## src/core/can_rx_flag_pkg.sv

```systemverilog
// Constants, register map and state codes for the receive flag and enable block.
// Assumes a 32-bit APB slave with byte addresses of four times the register index.
package can_rx_flag_pkg;

    // Bus and error counter widths
    localparam int unsigned ADDR_W = 8;
    localparam int unsigned DATA_W = 32;
    localparam int unsigned CNT_W  = 9;

    // Register indices; byte address is four times the index
    localparam logic [7:0] IDX_CTRL  = 8'h00;
    localparam logic [7:0] IDX_FLAGS = 8'h04;
    localparam logic [7:0] IDX_IER   = 8'h05;

    // Reset values
    localparam logic [7:0] FLAGS_RST = 8'h00;
    localparam logic [7:0] IER_RST   = 8'h00;
    localparam logic [7:0] CTRL_RST  = 8'h00;

    // Flag and enable bit positions (same layout in both registers), then control register bits
    localparam int unsigned WUP_BIT    = 7;
    localparam int unsigned CSC_BIT    = 6;
    localparam int unsigned RX_ERROR_STATE_LSB  = 4;
    localparam int unsigned TX_ERROR_STATE_LSB  = 2;
    localparam int unsigned OVR_BIT    = 1;
    localparam int unsigned RXF_BIT    = 0;
    localparam int unsigned INIT_REQUEST_BIT = 0;
    localparam int unsigned INIT_ACKNOWLEDGE_BIT = 1;

    // Error counter thresholds
    localparam logic [8:0] WARN_LIMIT   = 9'h060;
    localparam logic [8:0] ERR_LIMIT    = 9'h080;
    localparam logic [8:0] BUSOFF_LIMIT = 9'h0FF;

    typedef enum logic [1:0] {
        ST_OK     = 2'h0,
        ST_WARN   = 2'h1,
        ST_ERR    = 2'h2,
        ST_BUSOFF = 2'h3
    } err_state_t;

    typedef enum logic [1:0] {
        SENS_NONE   = 2'h0,
        SENS_BUSOFF = 2'h1,
        SENS_ERR    = 2'h2,
        SENS_ALL    = 2'h3
    } sens_t;

    typedef enum logic [1:0] {
        APB_IDLE = 2'h1,
        APB_DONE = 2'h2
    } apb_state_t;

    // Byte address of a register index
    function automatic logic [7:0] reg_addr(input logic [7:0] idx);
        return {idx[5:0], 2'h0};
    endfunction

    // Does a state change count at the chosen sensitivity
    function automatic logic sens_hit(input logic [1:0] sens, input logic [1:0] old_st, input logic [1:0] new_st);
        logic hit;
        hit = 1'b0;
        case (sens)
            SENS_BUSOFF: hit = (old_st == ST_BUSOFF) || (new_st == ST_BUSOFF);
            SENS_ERR:    hit = (old_st >= ST_ERR) || (new_st >= ST_ERR);
            SENS_ALL:    hit = 1'b1;
            default:     hit = 1'b0;
        endcase
        return hit && (old_st != new_st);
    endfunction

endpackage

```

## src/core/rx_state_tracker.sv

```systemverilog
// Receiver and transmitter error state tracking with status-change events.
// Assumes error counters come from logic on pclk; no synchronisers needed.
`timescale 1ns/10ps
module rx_state_tracker
    import can_rx_flag_pkg::*;
(
    input  wire logic                          pclk,
    input  wire logic                          presetn,
    input  wire logic                          ce,
    input  wire logic [can_rx_flag_pkg::CNT_W-1:0] tx_err_count,
    input  wire logic [can_rx_flag_pkg::CNT_W-1:0] rx_err_count,
    input  wire logic                          csc_pending,
    input  wire logic [1:0]                    rx_sens,
    input  wire logic [1:0]                    tx_sens,
    output logic [1:0]                         rx_state,
    output logic [1:0]                         tx_state,
    output logic                               csc_event
);
    logic [1:0] rx_state_q;
    logic [1:0] tx_state_q;
    logic       csc_event_q;
    logic [1:0] tx_now;
    logic [1:0] rx_now;
    logic       update;

    // Live state from the counters; bus-off only past 255 transmit errors
    always_comb
    begin
        if (tx_err_count > BUSOFF_LIMIT)
            tx_now = ST_BUSOFF;
        else if (tx_err_count >= ERR_LIMIT)
            tx_now = ST_ERR;
        else if (tx_err_count >= WARN_LIMIT)
            tx_now = ST_WARN;
        else
            tx_now = ST_OK;
        if (tx_now == ST_BUSOFF)
            rx_now = ST_BUSOFF;
        else if (tx_state_q == ST_BUSOFF)
            rx_now = ST_OK;
        else if (rx_err_count >= ERR_LIMIT)
            rx_now = ST_ERR;
        else if (rx_err_count >= WARN_LIMIT)
            rx_now = ST_WARN;
        else
            rx_now = ST_OK;
    end

    // Frozen while a change is pending, so software reads a consistent pair
    assign update = !csc_pending && !csc_event_q && ((tx_now != tx_state_q) || (rx_now != rx_state_q));

    // Shown states; init mode does not touch them
    always_ff @(posedge pclk or negedge presetn)
    begin
        if (!presetn)
        begin
            rx_state_q  <= ST_OK;
            tx_state_q  <= ST_OK;
            csc_event_q <= 1'b0;
        end
        else if (ce)
        begin
            csc_event_q <= update && (sens_hit(rx_sens, rx_state_q, rx_now) || sens_hit(tx_sens, tx_state_q, tx_now));
            if (update)
            begin
                rx_state_q <= rx_now;
                tx_state_q <= tx_now;
            end
        end
    end

    assign rx_state  = rx_state_q;
    assign tx_state  = tx_state_q;
    assign csc_event = csc_event_q;

    a_busoff_entry: assert property (@(posedge pclk) disable iff (!presetn)
        (ce && update && tx_err_count > BUSOFF_LIMIT) |=> (tx_state_q == ST_BUSOFF && rx_state_q == ST_BUSOFF))
        else $error("bus-off not shown in both state fields");
    a_rx_skip_ok: assert property (@(posedge pclk) disable iff (!presetn)
        ($past(tx_state_q) == ST_BUSOFF && tx_state_q != ST_BUSOFF) |-> rx_state_q == ST_OK)
        else $error("receiver did not skip to ok on bus-off exit");

endmodule

```

## src/core/can_rx_flag_irq_enable.sv

```systemverilog
// Receive flag register, receive interrupt enable register and their APB slave.
// Assumes FIFO, wake-up and overrun events come from logic on pclk.
//
// The APB register port was chosen for this implementation.
`timescale 1ns/10ps

// Behaviour
// - Data overrun sets flag bit 1; error interrupt pending while set and enabled.
// - Moving a FIFO message into the foreground buffer sets flag bit 0.
// - Only correctly received messages reach the foreground buffer.
// - No shift into the foreground buffer while the full flag is set.
// - Receive interrupt pending while full flag set and its enable on.
// - Bus-off only past 255 transmit errors, shown in both state fields.
// - Leaving transmit bus-off forces the receiver state to ok.
// - State fields keep their values through initialization mode.
// - Eight-bit enable register at index 0x0005, all bits reset to zero.
// - Enable bits 7, 6, 1 and 0 held in reset while init request and acknowledge both set.
// - Enable register writable only outside init mode, readable always.
// - Sensitivity fields keep their values through initialization mode.
// - Enable bit 7 gates the wake-up interrupt request.
// - Enable bit 6 gates status-change error interrupt requests.
// - Writing one clears a flag, zero does nothing; state fields read-only.
// - Overrun enable bit gates the overrun error interrupt request.
// - Sensitivity field picks which state changes raise a status-change event.
module can_rx_flag_irq_enable
    import can_rx_flag_pkg::*;
(
    input  wire logic                               pclk,
    input  wire logic                               presetn,
    input  wire logic                               ce,
    input  wire logic                               psel,
    input  wire logic                               penable,
    input  wire logic                               pwrite,
    input  wire logic [can_rx_flag_pkg::ADDR_W-1:0] paddr,
    input  wire logic [can_rx_flag_pkg::DATA_W-1:0] pwdata,
    input  wire logic [3:0]                         pstrb,
    output logic      [can_rx_flag_pkg::DATA_W-1:0] prdata,
    output logic                                    pready,
    output logic                                    pslverr,
    input  wire logic                               overrun_event,
    input  wire logic                               wakeup_event,
    input  wire logic                               fifo_msg_avail,
    input  wire logic                               fifo_msg_ok,
    input  wire logic [can_rx_flag_pkg::CNT_W-1:0]  tx_err_count,
    input  wire logic [can_rx_flag_pkg::CNT_W-1:0]  rx_err_count,
    output logic                                    fifo_shift,
    output logic                                    fifo_drop,
    output logic                                    init_acknowledge,
    output logic                                    irq_wakeup,
    output logic                                    irq_error,
    output logic                                    irq_rx
);
    apb_state_t               apb_state_q;
    logic [DATA_W-1:0]        prdata_q;
    logic                     pready_q;
    logic                     pslverr_q;
    logic                     init_request_q;
    logic                     init_ack_q;
    logic                     init_mode;
    logic                     wakeup_flag_q;
    logic                     status_change_flag_q;
    logic                     overrun_flag_q;
    logic                     rx_full_flag_q;
    logic                     wakeup_irq_en_q;
    logic                     status_change_irq_en_q;
    logic [1:0]               rx_state_sensitivity_q;
    logic [1:0]               tx_state_sensitivity_q;
    logic                     overrun_irq_en_q;
    logic                     rx_full_irq_en_q;
    logic                     fifo_shift_q;
    logic                     fifo_drop_q;
    logic                     irq_wakeup_q;
    logic                     irq_error_q;
    logic                     irq_rx_q;
    logic [1:0]               rx_error_state;
    logic [1:0]               tx_error_state;
    logic                     csc_event;
    logic                     wr_fire;
    logic                     wr_ctrl;
    logic                     wr_flags;
    logic                     wr_ier;
    logic                     addr_hit;
    logic [7:0]               flags_view;
    logic [7:0]               ier_view;
    logic [DATA_W-1:0]        rd_word;
    logic [7:0]               clr_mask;
    logic                     shift_ok;

    // Init mode needs both request and acknowledge
    assign init_mode = init_request_q && init_ack_q;

    // Write strobes fire at the edge where pready is sampled high
    assign wr_fire  = (apb_state_q == APB_DONE) && psel && penable && pwrite && pstrb[0];
    assign wr_ctrl  = wr_fire && (paddr == reg_addr(IDX_CTRL));
    assign wr_flags = wr_fire && (paddr == reg_addr(IDX_FLAGS)) && !init_mode;
    assign wr_ier   = wr_fire && (paddr == reg_addr(IDX_IER)) && !init_mode;
    assign addr_hit = (paddr == reg_addr(IDX_CTRL)) || (paddr == reg_addr(IDX_FLAGS))
                   || (paddr == reg_addr(IDX_IER));

    // One-cleared mask; state field bits never clear by write
    assign clr_mask = wr_flags ? pwdata[7:0] : 8'h00;

    // Register views for reads
    assign flags_view = {wakeup_flag_q, status_change_flag_q, rx_error_state, tx_error_state,
                         overrun_flag_q, rx_full_flag_q};
    assign ier_view   = {wakeup_irq_en_q, status_change_irq_en_q, rx_state_sensitivity_q,
                         tx_state_sensitivity_q, overrun_irq_en_q, rx_full_irq_en_q};

    // Read mux; unmapped reads return zero
    always_comb
    begin
        rd_word = '0;
        if (paddr == reg_addr(IDX_CTRL))
        begin
            rd_word[INIT_REQUEST_BIT] = init_request_q;
            rd_word[INIT_ACKNOWLEDGE_BIT] = init_ack_q;
        end
        else if (paddr == reg_addr(IDX_FLAGS))
            rd_word[7:0] = flags_view;
        else if (paddr == reg_addr(IDX_IER))
            rd_word[7:0] = ier_view;
    end

    // APB handshake: one wait state, then pready for one cycle
    always_ff @(posedge pclk or negedge presetn)
    begin
        if (!presetn)
        begin
            apb_state_q <= APB_IDLE;
            pready_q    <= 1'b0;
            pslverr_q   <= 1'b0;
            prdata_q    <= '0;
        end
        else if (ce)
        begin
            case (apb_state_q)
                APB_IDLE:
                begin
                    if (psel && penable)
                    begin
                        apb_state_q <= APB_DONE;
                        pready_q    <= 1'b1;
                        pslverr_q   <= !addr_hit;
                        prdata_q    <= pwrite ? '0 : rd_word;
                    end
                end
                APB_DONE:
                begin
                    apb_state_q <= APB_IDLE;
                    pready_q    <= 1'b0;
                    pslverr_q   <= 1'b0;
                end
                default:
                begin
                    apb_state_q <= APB_IDLE;
                    pready_q    <= 1'b0;
                    pslverr_q   <= 1'b0;
                end
            endcase
        end
    end

    // Init request is software driven; acknowledge follows a cycle later
    always_ff @(posedge pclk or negedge presetn)
    begin
        if (!presetn)
        begin
            init_request_q <= CTRL_RST[INIT_REQUEST_BIT];
            init_ack_q     <= CTRL_RST[INIT_ACKNOWLEDGE_BIT];
        end
        else if (ce)
        begin
            if (wr_ctrl)
                init_request_q <= pwdata[INIT_REQUEST_BIT];
            init_ack_q <= init_request_q;
        end
    end

    // Enable register; sensitivity fields survive init mode
    always_ff @(posedge pclk or negedge presetn)
    begin
        if (!presetn)
        begin
            wakeup_irq_en_q        <= IER_RST[WUP_BIT];
            status_change_irq_en_q <= IER_RST[CSC_BIT];
            rx_state_sensitivity_q <= IER_RST[RX_ERROR_STATE_LSB+:2];
            tx_state_sensitivity_q <= IER_RST[TX_ERROR_STATE_LSB+:2];
            overrun_irq_en_q       <= IER_RST[OVR_BIT];
            rx_full_irq_en_q       <= IER_RST[RXF_BIT];
        end
        else if (ce)
        begin
            if (init_mode)
            begin
                wakeup_irq_en_q        <= IER_RST[WUP_BIT];
                status_change_irq_en_q <= IER_RST[CSC_BIT];
                overrun_irq_en_q       <= IER_RST[OVR_BIT];
                rx_full_irq_en_q       <= IER_RST[RXF_BIT];
            end
            else if (wr_ier)
            begin
                wakeup_irq_en_q        <= pwdata[WUP_BIT];
                status_change_irq_en_q <= pwdata[CSC_BIT];
                rx_state_sensitivity_q <= pwdata[RX_ERROR_STATE_LSB+:2];
                tx_state_sensitivity_q <= pwdata[TX_ERROR_STATE_LSB+:2];
                overrun_irq_en_q       <= pwdata[OVR_BIT];
                rx_full_irq_en_q       <= pwdata[RXF_BIT];
            end
        end
    end

    // Shift only into a free buffer and not while the last pulse is in flight
    assign shift_ok = !rx_full_flag_q && !fifo_shift_q && !fifo_drop_q && !init_mode && fifo_msg_avail;

    // FIFO hand-off: good messages shift, bad ones are dropped unseen
    always_ff @(posedge pclk or negedge presetn)
    begin
        if (!presetn)
        begin
            fifo_shift_q <= 1'b0;
            fifo_drop_q  <= 1'b0;
        end
        else if (ce)
        begin
            fifo_shift_q <= shift_ok && fifo_msg_ok;
            fifo_drop_q  <= shift_ok && !fifo_msg_ok;
        end
    end

    // Event flags: a set in the same cycle as a clear wins
    always_ff @(posedge pclk or negedge presetn)
    begin
        if (!presetn)
        begin
            wakeup_flag_q        <= FLAGS_RST[WUP_BIT];
            status_change_flag_q <= FLAGS_RST[CSC_BIT];
            overrun_flag_q       <= FLAGS_RST[OVR_BIT];
            rx_full_flag_q       <= FLAGS_RST[RXF_BIT];
        end
        else if (ce)
        begin
            if (init_mode)
            begin
                wakeup_flag_q        <= FLAGS_RST[WUP_BIT];
                status_change_flag_q <= FLAGS_RST[CSC_BIT];
                overrun_flag_q       <= FLAGS_RST[OVR_BIT];
                rx_full_flag_q       <= FLAGS_RST[RXF_BIT];
            end
            else
            begin
                wakeup_flag_q        <= wakeup_event || (wakeup_flag_q && !clr_mask[WUP_BIT]);
                status_change_flag_q <= csc_event || (status_change_flag_q && !clr_mask[CSC_BIT]);
                overrun_flag_q       <= overrun_event || (overrun_flag_q && !clr_mask[OVR_BIT]);
                rx_full_flag_q       <= (shift_ok && fifo_msg_ok)
                                     || (rx_full_flag_q && !clr_mask[RXF_BIT]);
            end
        end
    end

    // State fields live in the tracker and ignore init mode
    rx_state_tracker u_tracker (
        .pclk         (pclk),
        .presetn      (presetn),
        .ce           (ce),
        .tx_err_count (tx_err_count),
        .rx_err_count (rx_err_count),
        .csc_pending  (status_change_flag_q),
        .rx_sens      (rx_state_sensitivity_q),
        .tx_sens      (tx_state_sensitivity_q),
        .rx_state     (rx_error_state),
        .tx_state     (tx_error_state),
        .csc_event    (csc_event)
    );

    // Interrupt requests, registered so outputs come from flops
    always_ff @(posedge pclk or negedge presetn)
    begin
        if (!presetn)
        begin
            irq_wakeup_q <= 1'b0;
            irq_error_q  <= 1'b0;
            irq_rx_q     <= 1'b0;
        end
        else if (ce)
        begin
            irq_wakeup_q <= wakeup_flag_q && wakeup_irq_en_q;
            irq_error_q  <= (status_change_flag_q && status_change_irq_en_q)
                         || (overrun_flag_q && overrun_irq_en_q);
            irq_rx_q     <= rx_full_flag_q && rx_full_irq_en_q;
        end
    end

    // Output drive
    assign prdata           = prdata_q;
    assign pready           = pready_q;
    assign pslverr          = pslverr_q;
    assign fifo_shift       = fifo_shift_q;
    assign fifo_drop        = fifo_drop_q;
    assign init_acknowledge = init_ack_q;
    assign irq_wakeup       = irq_wakeup_q;
    assign irq_error        = irq_error_q;
    assign irq_rx           = irq_rx_q;

    a_ovr_flag_set: assert property (@(posedge pclk) disable iff (!presetn)
        (ce && overrun_event && !init_mode) |=> overrun_flag_q)
        else $error("overrun event did not set its flag");
    a_shift_sets_full: assert property (@(posedge pclk) disable iff (!presetn)
        fifo_shift_q |-> rx_full_flag_q)
        else $error("shift without full flag");
    a_bad_msg_kept: assert property (@(posedge pclk) disable iff (!presetn)
        (ce && !fifo_msg_ok) |=> !fifo_shift_q)
        else $error("bad message shifted into foreground");
    a_full_blocks: assert property (@(posedge pclk) disable iff (!presetn)
        (ce && rx_full_flag_q) |=> !fifo_shift_q)
        else $error("shift while buffer full");
    a_rx_irq_level: assert property (@(posedge pclk) disable iff (!presetn)
        ce |=> (irq_rx_q == $past(rx_full_flag_q && rx_full_irq_en_q)))
        else $error("receive interrupt does not follow flag and enable");
    a_ier_init_reset: assert property (@(posedge pclk) disable iff (!presetn)
        (ce && init_mode) |=> (!wakeup_irq_en_q && !status_change_irq_en_q && !overrun_irq_en_q
                               && !rx_full_irq_en_q))
        else $error("enable bits not held in reset during init");
    a_sens_init_keep: assert property (@(posedge pclk) disable iff (!presetn)
        (ce && init_mode) |=> ($stable(rx_state_sensitivity_q) && $stable(tx_state_sensitivity_q)))
        else $error("sensitivity changed during init");
    a_wake_gate: assert property (@(posedge pclk) disable iff (!presetn)
        (ce && !wakeup_irq_en_q) |=> !irq_wakeup_q)
        else $error("wake-up request while disabled");
    a_err_gate: assert property (@(posedge pclk) disable iff (!presetn)
        (ce && !status_change_irq_en_q && !overrun_irq_en_q) |=> !irq_error_q)
        else $error("error request while disabled");
    a_ovr_w1c: assert property (@(posedge pclk) disable iff (!presetn)
        (ce && wr_flags && pwdata[OVR_BIT] && !overrun_event) |=> !overrun_flag_q)
        else $error("write one did not clear overrun flag");
    // Positive side of the gates: a set wake-up or overrun flag with its enable must reach the pin; the full flag holds until cleared
    a_wake_raise: assert property (@(posedge pclk) disable iff (!presetn)
        (ce && wakeup_flag_q && wakeup_irq_en_q) |=> irq_wakeup_q)
        else $error("wake-up request missing while enabled");
    a_ovr_raise: assert property (@(posedge pclk) disable iff (!presetn)
        (ce && overrun_flag_q && overrun_irq_en_q) |=> irq_error_q)
        else $error("overrun request missing while enabled");
    a_full_hold: assert property (@(posedge pclk) disable iff (!presetn)
        (ce && rx_full_flag_q && !clr_mask[RXF_BIT] && !init_mode) |=> rx_full_flag_q)
        else $error("full flag dropped without a clear");

endmodule

```

## config.mk

```make
export PLATFORM = sky130hd
export DESIGN_NAME = can_rx_flag_irq_enable
export DESIGN_NICKNAME = d
export VERILOG_FILES = /design/src/core/can_rx_flag_pkg.sv /design/src/core/rx_state_tracker.sv /design/src/core/can_rx_flag_irq_enable.sv
export SDC_FILE = /design/constraint.sdc
export NUM_CORES = 1
export LEC_CHECK = 0
export ABC_AREA = 0
export BUFFER_PORTS_ARGS = -buffer_cell sky130_fd_sc_hd__buf_4
export CORE_MARGIN = 10
export CORE_UTILIZATION = 30
export DETAILED_ROUTE_END_ITERATION = 10
export PLACE_DENSITY_LB_ADDON = 0.15
export SLEW_MARGIN = 20
export SYNTH_ARGS = -nofsm -noshare
export SYNTH_HDL_FRONTEND = slang
export SYNTH_SLANG_ARGS = --single-unit
```

## constraint.sdc

```tcl
create_clock -name pclk -period 4.3 [get_ports pclk]
set_input_delay 0.645 -clock pclk [delete_from_list [all_inputs] [get_ports pclk]]
set_output_delay 0.645 -clock pclk [all_outputs]
set_load 0.05 [all_outputs]
```

After elaboration in Yosys (flattened, before gate mapping)
Cells that the tools add are included.

operators by class
  $add $sub $neg = 0
  $mul = 0
  div/mod/pow operators = 0
  order comparisons = 9
  eq/ne operators = 19
  shifts and indexed selects = 0
  muxes and demuxes = 35
  bitwise logic cells = 1
  reduce and logical (&&, ||, !) cells = 63

operators by type and width
  cell                                                           number
  2-to-1 mux 8 bit                                               4
  logical AND 1 bit                                              30
  2-to-1 mux 1 bit                                               20
  equality test 2 bit, second input constant                     9
  >= comparator 9 x 7 -> 1 bit, second input constant            2
  >= comparator 9 x 8 -> 1 bit, second input constant            2
  equality test 8 x 5 -> 1 bit, second input constant            2
  2-to-1 mux 2 bit                                               8
  logical OR 1 bit                                               13
  zero test 1 bit                                                12
  greater-than comparator 9 x 8 -> 1 bit, second input constant  1
  >= comparator 2 bit, second input constant                     4
  zero test 8 bit                                                1
  inequality test 2 bit                                          4
  AND reduction 2 bit                                            4
  equality test 2 x 1 -> 1 bit, second input constant            3
  2-to-1 mux 6 bit                                               1
  case mux 1 bit (3 select lines)                                2
  AND reduction 3 bit                                            2
  inequality test 2 bit, second input constant                   1
  nonzero test 2 bit                                             1
  inverter 1 bit                                                 1

word-level totals
  register bits = 60
  bits in latches = 0
  memory bits (writable) = 0
  bits in read-only memories = 0
  bits of input ports = 72
  output and inout bits = 40
  logic and storage cells = 151
  memories = 0

Longest topological paths before layout
  word-level depth = 13
  depth in mapped cells = 6
  mapped depth without buffers = 5

Cells and area by module
A second synthesis with hierarchy kept.

second synthesis, totals
  cell total of the unflattened synthesis = 201
  area, all modules = 1958.1 sq um

by module, submodules not included
  module                  times used  cells each  area each (sq um)  seq. area each (sq um)
  can_rx_flag_irq_enable  1           160         1595.3             752.0
  rx_state_tracker        1           41          362.8              125.1

Worst setup path before layout
No wires, ideal clock.

  path type = in2reg
  from = input tx_err_count[8] (netlist bit)
  to = register u_tracker.tx_state_q[0], in the netlist u_tracker.tx_state[0]
  setup time = 0.125 ns
  data arrival time = 1.838 ns
  slack = 2.337 ns
  stages on the path = 6
  buffers on the path = 1
  cells stage by stage = buf_6 -> nand2b_1 -> or4_1 -> o311ai_2 -> a31oi_4 -> mux2_4

on the way
  cells in the longest elaborated chain, start to end = 10
  elaborated cells on any way between the ends = 13

ends and longest elaborated chain
  item                           RTL line                      text
  start, declared                can_rx_flag_irq_enable.sv:44  input wire logic [can_rx_flag_pkg::CNT_W-1:0] tx_err_count,
  >= comparator 9 x 7 -> 1 bit   rx_state_tracker.sv:33        else if (tx_err_count >= WARN_LIMIT)
  2-to-1 mux 1 bit               rx_state_tracker.sv:33
  2-to-1 mux 2 bit               rx_state_tracker.sv:31        else if (tx_err_count >= ERR_LIMIT)
  2-to-1 mux 2 bit (*)           rx_state_tracker.sv:29        if (tx_err_count > BUSOFF_LIMIT)
  equality test 2 bit            rx_state_tracker.sv:37        if (tx_now == ST_BUSOFF)
  2-to-1 mux 2 bit               rx_state_tracker.sv:37
  inequality test 2 bit          rx_state_tracker.sv:50        assign update = !csc_pending && !csc_event_q && ((tx_now != tx_state_q) || (rx_now != rx_state_q));
  logical OR 1 bit               rx_state_tracker.sv:50
  logical AND 1 bit              rx_state_tracker.sv:50
  AND reduction 2 bit (no line)  n/a
  end signal, assigned           rx_state_tracker.sv:67        tx_state_q <= tx_now;
  end, declared                  rx_state_tracker.sv:20        logic [1:0] tx_state_q;

Mark *: on every way between the ends. The rest lies on a longest branch, timed or not.
A chain may end at the register's enable or synchronous reset.

Worst setup path after layout
  from = input psel
  to = register prdata_q[3], in the netlist prdata[3]

on the way
  cells in the longest elaborated chain, start to end = 2

ends and longest elaborated chain
  item                           RTL line                       text
  start, declared                can_rx_flag_irq_enable.sv:31   input wire logic psel,
  logical AND 1 bit              can_rx_flag_irq_enable.sv:139  if (psel && penable)
  AND reduction 3 bit (no line)  n/a
  end signal, assigned           can_rx_flag_irq_enable.sv:144  prdata_q <= pwrite ? '0 : rd_word;
  end, declared                  can_rx_flag_irq_enable.sv:54   logic [DATA_W-1:0] prdata_q;

No other way between the ends.

==> results.ini <==
[outcome]
status = completed

[flow_run]
maxCapViolations = 0

[final_layout]
mostFrequentLayoutCell = buf_4
layout-drive-gt1-share = 0.284
antenna_cells = 0
multiInputGateArea_um2 = 897
fin_cells = 320
final_cell_mix = buf_4 (50), dfrtp_1 (34), conb_1 (24)
final_net_count = 314
area_growth_pct = 22.4
fillers = 640
regArea_um2 = 877

[clock_tree]
clk_pin_slew_ns = 0.08
worstSkewPairLatency_ns = 0.30
htree_levels = 2
ctsResizeCount = 0
numCtsBuffers = 5
cts_tree = done
cts_sinks = 35
cts_buffer_depth = 2
post-cts-setup-buffer-count = 0
clockRootBuffer = clkbuf_8
cts.hold.buffers_added = 0

[timing]
totalNegativeSetupSlack_ns = 0
worst_slew_pin_slew_ns = 0.537
timing.final.hold_violations = 0
timing.final.crit_share = 0.450
fin_skew_ns = 0.0115
slew_violations = 0
max_freq_mhz = 516
finalSetupViolCount = 0
grt_setup_unrepaired = false
timing.slew.headroom = 0.639
hold_slack_ns = 0.296
fin_crit_ns = 1.94

[yosys]
synth_enable_flop_cells = 0
synth_cell_types = 53
ys_warn_count = 0
synthArstFlopShare = 1.00
syn-mean-instance-area_um2 = 10.1
ys.flop_type = dfrtp_1
syn_inst = 192
yosysSeqAreaShare = 0.453
ys_ff_latch = 35
synth.top_cells.by_area = dfrtp_1 (44%), buf_4 (9.3%), mux2i_1 (4.7%)
yosysTopAreaCellShare = 0.440
yosysTopAreaCell = dfrtp_1
synth_area_um2 = 1930

[setup_path]
critPathMaxFanout = 14
worstPathRequired_ns = 4.52
cp_data_arrival_time_ns = 2.16
worst_setup_path_end_kind = register
crit_path_start_kind = input port
slowest_stage = or3_1
slowest_delay_ns = 0.63
setup.worst_path.class = in -> reg
crit_chain = buf_4, and2_1, nand4_1, or3_1, o21ai_1

[global_routing]
grt.total_usage = 0.0987
antenna_found_initial = 0
grt_pass1_wl_mm = 7.88
grt_start_max_net_pins = 36
grt_pass1_vias = 1582
grt-ovfl-total = 0

[power]
powerDensity_nw_per_um2 = 342
irDropWorstVdd_mv = 0.145
p_leak_nw = 1.12

[routing]
first_iter_violations = 83
drt-wirelength-per-cell_um = 15.3
ant_nets = 0
firstDrtPassIters = 4
remaining_drc_errors = 0
wl_mm = 4.88
vias = 1473
via_per_inst = 4.60

[floorplan]
chipHeight_um = 100
initial_utilization = 0.306
ios = 112
die_w_um = 100
dieArea_um2 = 10100
rows = 29
fp.coreArea_um2 = 6310

[placed_design]
place.gp.congestion = 0.713
numPortBuffers = 50
dpl.hpwl_mm = 3.78
dp.cells = 312

[hold_path]
min_path_type = in -> async

report_power, final:
part / internal, mW / switching [mW] / total, mW
clock: 0.113 / 0.129 / 0.242
sequential: 0.348 / 0.0270 / 0.376
combinational: 0.0656 / 0.127 / 0.193
final timing paths:
path                                             from                          endpoint  slack [ns]  cells past startpoint
max                                              psel             prdata[3]$_DFFE_PN0P_        2.36                      5
min                                           presetn  status_change_flag_q$_DFFE_PN0P_        0.30                      1
max reg2reg                apb_state_q[0]$_DFFE_PN1P_             prdata[3]$_DFFE_PN0P_        2.47                      3
min reg2reg                       pslverr$_DFFE_PN0P_               pslverr$_DFFE_PN0P_        0.49                      2
max in group asynchronous                     presetn        apb_state_q[0]$_DFFE_PN1P_        3.65                      1
min in group pclk                 pslverr$_DFFE_PN0P_               pslverr$_DFFE_PN0P_        0.49                      2
final cells by class:
class | instances | share of cell area
Clock buffer | 5 | 0.0291
Clock inverter | 3 | 0.00845
Inverter | 9 | 0.0143
Multi-Input combinational cell | 141 | 0.379
Sequential cell | 35 | 0.370
Tap cell | 77 | 0.0407
Timing Repair Buffer | 50 | 0.158
kinds of logic (layout without fill, tap and decap cells):
| logic type | count (synthesis) | in the layout | synth area share |
|---|---|---|---|
| buf+inv | 39 | 67 | 0.127 |
| other cells | 1 | 24 | 0.00194 |
| mux | 16 | 16 | 0.0893 |
| flops | 35 | 35 | 0.453 |
| xor+xnor | 2 | 2 | 0.0129 |
| compound gates | 46 | 46 | 0.184 |
| simple gates | 53 | 53 | 0.131 |
flip-flops by register name, summed over array words and instances (netlist names), 2 cells and up:
register                cells
tx_state_sensitivity_q      2
u_tracker.rx_state          2
apb_state_q                 2
u_tracker.tx_state          2
rx_state_sensitivity_q      2
prdata                      8
metal layers:
layer  GRT usage  vias up  routed length (um)
met5           0        -                   0
met4      0.0457        0                  86
met3      0.0350        6                 387
met2       0.152       47                2250
met1       0.120      685                2160
li1            -      735                   -
worst max-delay path: cells and delay by family:
kind,cells,cell delay (ns)
buffers and inverters,1,0.07
and+or+nand+nor,3,1.28
AOI/OAI and AO/OA,1,0.16
cells in the mapped netlist (all sizes together) (2+ instances only):
library cell   n
buf           28
a32o           3
nand2         17
a22o           4
o221ai         2
a21o           2
dfrtp         34
mux2i          9
nor3           4
clkbuf         2
o21a           2
o21ai         11
o41ai          2
a21oi          7
inv            9
nand3          8
mux2           7
nand4          2
nor2          14
a31oi          3
metrics by stage:
step	util	setup slack (ns)	power, mW	cell area (um2)
2_1_floorplan	-	2.34	0.533	2020
3_3_place_gp	0.361	2.00	0.576	2280
3_5_place_dp	0.361	2.00	0.576	2280
4_1_cts	0.375	2.31	0.820	2370
5_1_grt	0.375	2.14	0.855	2370
6_report	0.375	2.36	0.810	2370
(Power assumes the default switching activity.)
